<file path="src/pmg_pkg.sv">
// Shared constants for the pin mode and channel gating block
package pmg_pkg;

  // Channel count and APB geometry
  localparam int unsigned NUM_CH    = 8;
  localparam int unsigned ADDR_W    = 8;
  localparam int unsigned DATA_W    = 32;

  // Register byte offsets
  localparam logic [7:0] OUT_CMD_OFS     = 8'h00;
  localparam logic [7:0] ROUTE_A_OFS     = 8'h04;
  localparam logic [7:0] ROUTE_B_OFS     = 8'h08;
  localparam logic [7:0] PIN_CFG_OFS     = 8'h0c;
  localparam logic [7:0] PWM_ROUTE_OFS   = 8'h10;
  localparam logic [7:0] IN_STATUS_OFS   = 8'h14;
  localparam logic [7:0] MODE_STATUS_OFS = 8'h18;

  // Reset values
  localparam logic [7:0]  OUT_CMD_RST   = 8'h00;
  localparam logic [7:0]  ROUTE_A_RST   = 8'h04;   // Input a drives channel 2
  localparam logic [7:0]  ROUTE_B_RST   = 8'h08;   // Input b drives channel 3
  localparam logic [1:0]  PIN_CFG_RST   = 2'h0;
  localparam logic [15:0] PWM_ROUTE_RST = 16'h0000;

  // Field positions in the pin configuration register
  localparam int unsigned DIS_UNMASK_BIT = 0;
  localparam int unsigned RES_UNMASK_BIT = 1;

  // Field positions in the input status register
  localparam int unsigned ST_IN_A_BIT  = 0;
  localparam int unsigned ST_IN_B_BIT  = 1;
  localparam int unsigned ST_DIS_BIT   = 2;
  localparam int unsigned ST_IDLE_BIT  = 3;
  localparam int unsigned ST_RES_BIT   = 4;

  // Field positions in the mode status register
  localparam int unsigned MS_MODE_LSB  = 0;
  localparam int unsigned MS_UV_BIT    = 2;
  localparam int unsigned MS_XRES_BIT  = 3;

  // Idle filter time and clock rate
  localparam int unsigned IDLE_FILT_NS = 100000;
  localparam int unsigned MCLK_NS      = 50;
  // Longest time: round down, at least one cycle
  localparam int unsigned IDLE_FILT_CYC =
    (IDLE_FILT_NS / MCLK_NS) < 1 ? 1 : (IDLE_FILT_NS / MCLK_NS);

  // Operating modes
  typedef enum logic [1:0] {
    PMG_SLEEP,
    PMG_ACTIVE,
    PMG_LIMP
  } pmg_mode_t;

endpackage

</file>
<file path="src/pmg_core.sv">
// How it works
// - Reset routes input a to 2, b to 3
// - One writable route register per parallel input
// - Channel request ORs command, PWM and inputs
// - Input pin levels readable in input status
// - Input monitoring stays live in limp-home
// - Idle low, input high: limp-home, default channels
// - Idle and both inputs low: sleep
// - Sleep entry resets every software register
// - Sleep turns both undervoltage detectors off
// - Sleep refuses transfers, serial output stays off
// - Unmasked low reset pin: one-cycle reset and channels off, then masked again
// - Open reset pin reads as asserted
// - Reset pin ignored until software unmasks it
// - Unmasked high disable pin forces channels off
// - Low disable pin lets channels follow requests
// - Disable pin ignored until software unmasks it
// - Disable pin level readable in input status
// - Open disable pin reads as asserted
`timescale 1ns/10ps
`default_nettype none
module pmg_core #(
  parameter int unsigned NUM_CH   = pmg_pkg::NUM_CH,
  parameter int unsigned FILT_CYC = pmg_pkg::IDLE_FILT_CYC
) (
  input  wire logic                      mclk,
  input  wire logic                      rst,
  // APB slave
  input  wire logic                      psel,
  input  wire logic                      penable,
  input  wire logic                      pwrite,
  input  wire logic [pmg_pkg::ADDR_W-1:0] paddr,
  input  wire logic [pmg_pkg::DATA_W-1:0] pwdata,
  input  wire logic [3:0]                pstrb,
  output logic      [pmg_pkg::DATA_W-1:0] prdata,
  output logic                           pready,
  output logic                           pslverr,
  // Control pins
  input  wire logic                      parallel_cmd_in_a,
  input  wire logic                      parallel_cmd_in_b,
  input  wire logic                      idle_pin,
  input  wire logic                      external_reset_pin,
  input  wire logic                      channel_disable_pin,
  // Internal PWM generators, same clock
  input  wire logic                      pwm_gen_a,
  input  wire logic                      pwm_gen_b,
  // Serial output enable request from the serial engine
  input  wire logic                      serial_out_req,
  output logic                           serial_out_oe,
  // Channel drives and supply monitor enables
  output logic      [NUM_CH-1:0]         channel_drive,
  output logic                           vbatt_uv_det_en,
  output logic                           vddio_uv_det_en,
  output logic      [1:0]                op_mode
);

  // Software registers
  logic [NUM_CH-1:0]   out_cmd;
  logic [NUM_CH-1:0]   input_a_route_reg;
  logic [NUM_CH-1:0]   input_b_route_reg;
  logic                disable_pin_unmask;
  logic                reset_pin_unmask;
  logic [NUM_CH-1:0]   pwm_a_route;
  logic [NUM_CH-1:0]   pwm_b_route;

  // Synchronised pins
  logic                in_a_s;
  logic                in_b_s;
  logic                idle_s;
  logic                xres_s;
  logic                dis_s;
  logic                idle_f;

  // Mode state
  pmg_pkg::pmg_mode_t  mode;
  pmg_pkg::pmg_mode_t  next_mode;

  // Decode and control wires
  logic                setup_ph;
  logic                access_ph;
  logic                in_sleep;
  logic                sleep_entry;
  logic                xres_active;
  logic                dis_active;
  logic                reg_clear;
  logic                wr_ok;
  logic                addr_hit;
  logic [NUM_CH-1:0]   route_in;
  logic [NUM_CH-1:0]   route_pwm;
  logic [NUM_CH-1:0]   limp_req;
  logic [NUM_CH-1:0]   drive_req;
  logic [NUM_CH-1:0]   next_drive;
  logic [pmg_pkg::DATA_W-1:0] rd_word;
  logic                err_q;
  // One select per register, shared by the decode and the write enables
  logic                sel_out_cmd;
  logic                sel_route_a;
  logic                sel_route_b;
  logic                sel_pin_cfg;
  logic                sel_pwm_route;
  logic                sel_in_status;
  logic                sel_mode_status;
  logic                wr_lane0;
  logic                in_limp;

  // Pin synchronisers; reset and disable pins come up asserted
  // Coming up asserted mirrors the pulls, so an open pin never passes
  // through a deasserted level while the synchronisers fill
  pmg_sync #(
    .WIDTH   (3),
    .RST_VAL (3'h0)
  ) u_sync_cmd (
    .mclk      (mclk),
    .rst       (rst),
    .pin_async ({idle_pin, parallel_cmd_in_b, parallel_cmd_in_a}),
    .pin_sync  ({idle_s, in_b_s, in_a_s})
  );

  pmg_sync #(
    .WIDTH   (2),
    .RST_VAL (2'h2)
  ) u_sync_safe (
    .mclk      (mclk),
    .rst       (rst),
    .pin_async ({channel_disable_pin, external_reset_pin}),
    .pin_sync  ({dis_s, xres_s})
  );

  // Idle level only counts once it has held for the filter time
  pmg_idle_filter #(
    .FILT_CYC (FILT_CYC)
  ) u_idle_filt (
    .mclk      (mclk),
    .rst       (rst),
    .level_in  (idle_s),
    .level_out (idle_f)
  );

  // Selects which channels a one-bit source drives
  function automatic logic [NUM_CH-1:0] fan(input logic src, input logic [NUM_CH-1:0] map);
    fan = src ? map : '0;
  endfunction

  // Byte-lane merge for a register narrower than a word
  function automatic logic [15:0] merge16(input logic [15:0] old_v,
                                          input logic [15:0] new_v,
                                          input logic [1:0]  lanes);
    merge16 = old_v;
    if (lanes[0]) begin
      merge16[7:0] = new_v[7:0];
    end
    if (lanes[1]) begin
      merge16[15:8] = new_v[15:8];
    end
  endfunction

  // Mode selection from the filtered idle level and the inputs
  always_comb begin
    if (idle_f) begin
      next_mode = pmg_pkg::PMG_ACTIVE;
    end else if (in_a_s || in_b_s) begin
      next_mode = pmg_pkg::PMG_LIMP;
    end else begin
      next_mode = pmg_pkg::PMG_SLEEP;
    end
  end

  // Mode register; power-up settles to sleep until idle or inputs say otherwise
  always_ff @(posedge mclk) begin
    if (rst) begin
      mode <= pmg_pkg::PMG_SLEEP;
    end else begin
      mode <= next_mode;
    end
  end

  // Mode-derived controls
  assign in_sleep    = mode == pmg_pkg::PMG_SLEEP;
  assign in_limp     = mode == pmg_pkg::PMG_LIMP;
  assign sleep_entry = next_mode == pmg_pkg::PMG_SLEEP && !in_sleep;
  // Mask bits hold the pins off until software opens them
  assign xres_active = reset_pin_unmask && !xres_s;
  assign dis_active  = disable_pin_unmask && dis_s;
  // Sleep entry, staying in sleep and an external reset all clear the registers
  // Limitation: the clear also masks the reset pin again, so a pin held low
  // resets the registers for one cycle only; software must unmask it again
  assign reg_clear   = sleep_entry || in_sleep || xres_active;

  // APB decode; zero wait states, error on unmapped address or in sleep
  assign setup_ph  = psel && !penable;
  assign access_ph = psel && penable;
  assign addr_hit  = sel_out_cmd || sel_route_a || sel_route_b || sel_pin_cfg ||
                     sel_pwm_route || sel_in_status || sel_mode_status;
  assign wr_ok     = access_ph && pwrite && !err_q && !reg_clear;
  assign wr_lane0  = wr_ok && pstrb[0];   // Most registers sit in lane 0 only
  assign pready    = access_ph;
  assign pslverr   = access_ph && err_q;

  // Register selects from the byte address
  assign sel_out_cmd     = paddr == pmg_pkg::OUT_CMD_OFS;
  assign sel_route_a     = paddr == pmg_pkg::ROUTE_A_OFS;
  assign sel_route_b     = paddr == pmg_pkg::ROUTE_B_OFS;
  assign sel_pin_cfg     = paddr == pmg_pkg::PIN_CFG_OFS;
  assign sel_pwm_route   = paddr == pmg_pkg::PWM_ROUTE_OFS;
  assign sel_in_status   = paddr == pmg_pkg::IN_STATUS_OFS;
  assign sel_mode_status = paddr == pmg_pkg::MODE_STATUS_OFS;

  // Read multiplexer; status is live, including in limp-home
  always_comb begin
    rd_word = '0;
    unique case (paddr)
      pmg_pkg::OUT_CMD_OFS:   rd_word[NUM_CH-1:0] = out_cmd;
      pmg_pkg::ROUTE_A_OFS:   rd_word[NUM_CH-1:0] = input_a_route_reg;
      pmg_pkg::ROUTE_B_OFS:   rd_word[NUM_CH-1:0] = input_b_route_reg;
      pmg_pkg::PIN_CFG_OFS: begin
        rd_word[pmg_pkg::DIS_UNMASK_BIT] = disable_pin_unmask;
        rd_word[pmg_pkg::RES_UNMASK_BIT] = reset_pin_unmask;
      end
      pmg_pkg::PWM_ROUTE_OFS: rd_word[2*NUM_CH-1:0] = {pwm_b_route, pwm_a_route};
      pmg_pkg::IN_STATUS_OFS: begin
        rd_word[pmg_pkg::ST_IN_A_BIT] = in_a_s;
        rd_word[pmg_pkg::ST_IN_B_BIT] = in_b_s;
        rd_word[pmg_pkg::ST_DIS_BIT]  = dis_s;
        rd_word[pmg_pkg::ST_IDLE_BIT] = idle_f;
        rd_word[pmg_pkg::ST_RES_BIT]  = xres_s;
      end
      pmg_pkg::MODE_STATUS_OFS: begin
        rd_word[pmg_pkg::MS_MODE_LSB +: 2] = mode;
        rd_word[pmg_pkg::MS_UV_BIT]        = !in_sleep;
        rd_word[pmg_pkg::MS_XRES_BIT]      = xres_active;
      end
      default: rd_word = '0;
    endcase
  end

  // Read data and error are captured in the setup cycle, shown in the access cycle
  // Capturing at setup keeps prdata on a flop yet costs no wait state
  always_ff @(posedge mclk) begin
    if (rst) begin
      prdata <= '0;
      err_q  <= 1'b0;
    end else if (setup_ph) begin
      prdata <= (pwrite || in_sleep) ? '0 : rd_word;
      err_q  <= !addr_hit || in_sleep;
    end
  end

  // Serial command bits
  always_ff @(posedge mclk) begin
    if (rst || reg_clear) begin
      out_cmd <= pmg_pkg::OUT_CMD_RST;
    end else if (wr_lane0 && sel_out_cmd) begin
      out_cmd <= pwdata[NUM_CH-1:0];
    end
  end

  // Input routing registers, one per parallel input
  always_ff @(posedge mclk) begin
    if (rst || reg_clear) begin
      input_a_route_reg <= pmg_pkg::ROUTE_A_RST;
      input_b_route_reg <= pmg_pkg::ROUTE_B_RST;
    end else if (wr_lane0) begin
      if (sel_route_a) begin
        input_a_route_reg <= pwdata[NUM_CH-1:0];
      end
      if (sel_route_b) begin
        input_b_route_reg <= pwdata[NUM_CH-1:0];
      end
    end
  end

  // Pin unmask bits; cleared by any register reset, so the pins fall masked again
  always_ff @(posedge mclk) begin
    if (rst || reg_clear) begin
      {reset_pin_unmask, disable_pin_unmask} <= pmg_pkg::PIN_CFG_RST;
    end else if (wr_lane0 && sel_pin_cfg) begin
      disable_pin_unmask <= pwdata[pmg_pkg::DIS_UNMASK_BIT];
      reset_pin_unmask   <= pwdata[pmg_pkg::RES_UNMASK_BIT];
    end
  end

  // PWM generator routing, two byte lanes
  always_ff @(posedge mclk) begin
    if (rst || reg_clear) begin
      {pwm_b_route, pwm_a_route} <= pmg_pkg::PWM_ROUTE_RST;
    end else if (wr_ok && sel_pwm_route) begin
      {pwm_b_route, pwm_a_route} <= merge16({pwm_b_route, pwm_a_route},
                                            pwdata[15:0], pstrb[1:0]);
    end
  end

  // Request OR of every drive source
  assign route_in  = fan(in_a_s, input_a_route_reg) | fan(in_b_s, input_b_route_reg);
  assign route_pwm = fan(pwm_gen_a, pwm_a_route) | fan(pwm_gen_b, pwm_b_route);
  // Limp-home uses the fixed default map, independent of software state
  assign limp_req  = in_limp ?
                     (fan(in_a_s, pmg_pkg::ROUTE_A_RST) | fan(in_b_s, pmg_pkg::ROUTE_B_RST)) :
                     '0;
  assign drive_req = out_cmd | route_pwm | route_in | limp_req;

  // Gates sit after the OR so they override even limp-home
  // Sleep gates here too, so a stale command cannot reach the outputs
  assign next_drive = (dis_active || xres_active || in_sleep) ? '0 : drive_req;

  // Registered channel drives
  always_ff @(posedge mclk) begin
    if (rst) begin
      channel_drive <= '0;
    end else begin
      channel_drive <= next_drive;
    end
  end

  // Undervoltage detectors off in sleep to save current
  // Taken from next_mode so the enables switch on the same edge as the mode
  always_ff @(posedge mclk) begin
    if (rst) begin
      vbatt_uv_det_en <= 1'b0;
      vddio_uv_det_en <= 1'b0;
    end else begin
      vbatt_uv_det_en <= next_mode != pmg_pkg::PMG_SLEEP;
      vddio_uv_det_en <= next_mode != pmg_pkg::PMG_SLEEP;
    end
  end

  // Serial output stays released in sleep whatever chip select does
  // Combinational, so the pin is already released in the first sleep cycle
  assign serial_out_oe = serial_out_req && !in_sleep;
  assign op_mode       = mode;

endmodule
`default_nettype wire

</file>
<file path="src/pmg_idle_filter.sv">
`timescale 1ns/10ps
`default_nettype none
// Accepts a new level only after it has been stable for FILT_CYC cycles
module pmg_idle_filter #(
  parameter int unsigned FILT_CYC = 2000
) (
  input  wire logic mclk,
  input  wire logic rst,
  input  wire logic level_in,
  output logic      level_out
);

  localparam int unsigned CNT_W = $clog2(FILT_CYC + 1);

  logic [CNT_W-1:0] stable_cnt;
  logic             differs;
  logic             expired;

  assign differs = level_in != level_out;
  assign expired = stable_cnt >= CNT_W'(FILT_CYC - 1);

  // Glitches shorter than the window restart the count
  always_ff @(posedge mclk) begin
    if (rst) begin
      stable_cnt <= '0;
      level_out  <= 1'b0;
    end else if (!differs) begin
      stable_cnt <= '0;
    end else if (expired) begin
      stable_cnt <= '0;
      level_out  <= level_in;
    end else begin
      stable_cnt <= stable_cnt + CNT_W'(1);
    end
  end

endmodule
`default_nettype wire

</file>
<file path="src/pmg_sync.sv">
`timescale 1ns/10ps
`default_nettype none
// Two-stage synchroniser for asynchronous pins
module pmg_sync #(
  parameter int unsigned        WIDTH = 1,
  parameter logic [WIDTH-1:0]   RST_VAL = '0
) (
  input  wire logic             mclk,
  input  wire logic             rst,
  input  wire logic [WIDTH-1:0] pin_async,
  output logic      [WIDTH-1:0] pin_sync
);

  logic [WIDTH-1:0] meta;

  // First stage is read only by the second stage
  always_ff @(posedge mclk) begin
    if (rst) begin
      meta     <= RST_VAL;
      pin_sync <= RST_VAL;
    end else begin
      meta     <= pin_async;
      pin_sync <= meta;
    end
  end

endmodule
`default_nettype wire
</file>
<file path="config.mk">
export PLATFORM = sky130hd
export DESIGN_NAME = pmg_core
export DESIGN_NICKNAME = d
export VERILOG_FILES = /design/src/pmg_pkg.sv /design/src/pmg_core.sv /design/src/pmg_idle_filter.sv /design/src/pmg_sync.sv
export SDC_FILE = /design/constraint.sdc
export NUM_CORES = 1
export LEC_CHECK = 0
export ABC_AREA = 1
export BUFFER_PORTS_ARGS = -buffer_cell sky130_fd_sc_hd__buf_2
export CAP_MARGIN = 20
export CORE_UTILIZATION = 40
export CTS_BUF_LIST = sky130_fd_sc_hd__clkbuf_4 sky130_fd_sc_hd__clkbuf_8
export CTS_CLUSTER_DIAMETER = 150
export CTS_CLUSTER_SIZE = 8
export DETAILED_ROUTE_END_ITERATION = 8
export PLACE_DENSITY = 0.62
export SLEW_MARGIN = 20
export SYNTH_ARGS = -nofsm -noshare
export SYNTH_HDL_FRONTEND = slang
export SYNTH_SLANG_ARGS = --single-unit
</file>
<file path="constraint.sdc">
create_clock -name mclk -period 1.99 [get_ports mclk]
set_clock_uncertainty 0.1 [all_clocks]
set_input_delay 0.0995 -clock mclk [delete_from_list [all_inputs] [get_ports mclk]]
set_output_delay 0.0995 -clock mclk [all_outputs]
set_load 0.1 [all_outputs]
</file>
==> impl_metrics.toml <==
[setup_path]
cpPeakStageDelay_ns = 0.53
critPathArrivalTime_ns = 1.94
crit-reg2reg-launch = "op_mode[0]"
worstSetupStartpointType = "input pin"
worstPathRequired_ns = 2.17
crit_family = "buffers and inverters"
path_cells = "dlygate4sd3_1 > buf_2 > nor2_1 > inv_2 > nor4_4 > nand2_1 > a21oi_1"
worstSetupEndpointType = "flip-flop"
critPathSlowestCell = "dlygate4sd3_1"
critPathBufInv = 3
cp-startpoint = "penable"
setup.worst_path.class = "in -> reg"
critPathMaxFanout = 19

[yosys]
synth-seq-cells = 92
yosys.area.top_type_share = 0.4459
synth-async-reset-ratio = 0
netlist_instances = 563
synth_area_leader_cell = "dfxtp_1"
synth_ff_type = "dfxtp_1"
synth_warnings = 0
synthDistinctLibCells = 35
synth_edf_count = 0
synth.area.top_cells = "dfxtp_1, nand2_1, nor2_1, a21oi_1, inv_1"
yosysSeqAreaShare = 0.4459
synth_area_per_cell_um2 = 7.336
synth.cell_area_um2 = 4130

[min_path]
hold_path_class = "in -> reg"
worstHoldStart = "pwm_gen_a"

[drt]
drtAntennaViolNets = 0
num_vias = 3800
drt_wl_total_um = 10430
drtIter0Drc = 235
via_per_inst = 4.798
wl_per_cell_um = 13.17
dr.pass1.iters = 5
drc = 0

[clock_network]
postCtsSetupRepairBufs = 0
cts_root_buf = "clkbuf_8"
cts-buffers-inserted = 9
insertion_delay_ns = 0.35
clock_path_buffers = 2
path_clk_slew_ns = 0.09
cts_tree = "done"
cts_sinks = 92
htree_levels = 3

[power]
vdd_drop_max_mv = 0.3648
leakagePower_uw = 0.002035
p_per_area_nw_per_um2 = 698.0

[cells_and_area]
synthToLayoutAreaGrowth_pct = 20.72
regMostFlops = "prdata"
num_antenna_cells = 0
reg_top3 = "prdata: 16 flops, u_idle_filt.stable_cnt: 11 flops"
largest_reg_flops = 16
drive_gt1_frac = 0.1882
multi_input_area_um2 = 1878
regArea_um2 = 1844
fill_cells = 998
finalNetCount = 712
fin_area_um2 = 4986

[floorplanning]
std_cell_rows = 36
initial_utilization = 0.4168
io_pins = 104
die_w_um = 103.6
die_area_um2 = 10740
die_h_um = 103.6
core_um2 = 9910

[sta]
rsz0062_at_grt = "no"
finalMaxSlewViolations = 0
setup_violations = 0
fin_crit_ns = 1.761
min_period_over_period = 0.8851
hold_viol = 0
fmax_mhz = 567.7
setup_tns_ns = 0

[global_routing]
grt_pass1_vias = 3489
grt-ovfl-total = 0
antenna_found_initial = 0
grt_pass1_wl_um = 17150
grt_use_total = 0.1981
grt_max_degree = 43

[flow_run]
drv_cap = 0

[outcome]
status = "finished, final reports clean"

[placement]
place_congestion = 0.8660
dp_hpwl_um = 7724
port_buffers = 69
placed_area_um2 = 4551
==> routing by layer <==
layer / GRT usage / vias to the layer above / part of all wire
met2: 0.3130 / 125 / 0.45
met1: 0.2756 / 1701 / 0.48
met4: 0.05797 / 0 / 0.015
li1: - / 1962 / -
met3: 0.03461 / 12 / 0.051
met5: 0 / - / 0
==> Yosys cell counts (3+ instances only) <==
master      n
nand2_1   102
dfxtp_1    92
nor2_1     88
inv_1      59
a21oi_1    45
o21ai_0    36
nand3_1    30
o21ai_1    24
buf_4      17
buf_2       7
clkbuf_1    6
a41oi_1     5
nor2_4      5
buf_6       4
inv_2       4
nor2_2      4
nor3_1      4
a221oi_1    3
a31oi_1     3
nand2_2     3
nand4_1     3
==> timing repair <==
| action | 4_1_cts | 5_1_grt |
|---|---|---|
| hold endpoints to repair | 49 | 0 |
| endpoints found under the setup margin | 0 | 1 |
| hold buffers | 23 | 0 |
| gates resized for setup | 0 | 1 |
==> placed cells by master, fill, tap and decap left out, types with 2 or more instances in the layout <==
cell,netlist,layout
nand4_1,3,3
nor2_2,4,4
dlygate4sd3_1,0,23
inv_1,59,59
o21ai_1,24,24
nor2_4,5,6
xnor2_1,2,2
nand2_2,3,3
nor4_4,2,2
buf_4,17,8
a31oi_1,3,3
nand3_1,30,30
clkinvlp_4,0,3
dfxtp_1,92,90
inv_2,4,4
nor3_1,4,4
conb_1,1,16
a221oi_1,3,3
dfxtp_2,0,2
nor3_4,1,2
nor2_1,88,87
or2_2,2,2
a41oi_1,5,5
buf_2,7,69
nand2_1,102,102
clkbuf_8,0,9
a21oi_1,45,45
o21ai_0,36,36
==> path summary, 6_finish.rpt <==
| path | cells past startpoint | slack (ns) | end |
|---|---|---|---|
| worst max-delay path | 7 | 0.23 | prdata[11] |
| worst min-delay path | 3 | 0.04 | channel_drive[6] |
| worst max register to register | 8 | 0.27 | input_a_route_reg[1] |
| worst min register to register | 2 | 0.30 | u_sync_cmd.pin_sync[0] |
==> report_power, final <==
group	internal (uW)	total (uW)	switching, uW
combinational	87.4	371	284
clock	584	1250	664
sequential	1850	1860	7.75
==> cells by family after synthesis <==
group                    count (synthesis)  synth area share
AND/OR/NAND/NOR                        249            0.2769
other                                    1         0.0009079
AO/OA/AOI/OAI                          117            0.1506
flip-flops                              92            0.4459
XOR/XNOR                                 3          0.006363
buffers and inverters                  100            0.1163
adder cells (fa/ha/maj)                  1          0.003029
==> worst min-delay path, stage by stage <==
cell and delay [ns]:
buf_2 0.16, nand2_1 0.08, a41oi_1 0.09
==> through the flow <==
stage                     hold slack, ns  setup slack [ns]  utilization  power (uW)  cells
final                            0.03871            0.2286       0.5032        3480    792
after global routing             0.04563           0.07295       0.5032        3616    792
after CTS                        0.03086            0.1475       0.5025        3511    792
after detailed placement          0.1898            0.2898       0.4592        2239    753
after global placement            0.1894            0.3366       0.4592        2236    753
after floorplan                   0.1033           0.03264            -        2179    578
==> area by class of cell <==
class	instances	area share
tap	133	0.03338
inverter	64	0.04868
clock inverter	7	0.01506
sequential	92	0.3699
multi-input combinational	386	0.3767
clock buffer	9	0.02484
timing repair buffer	101	0.1315
No activity file was read; power rests on OpenSTA's default activity.
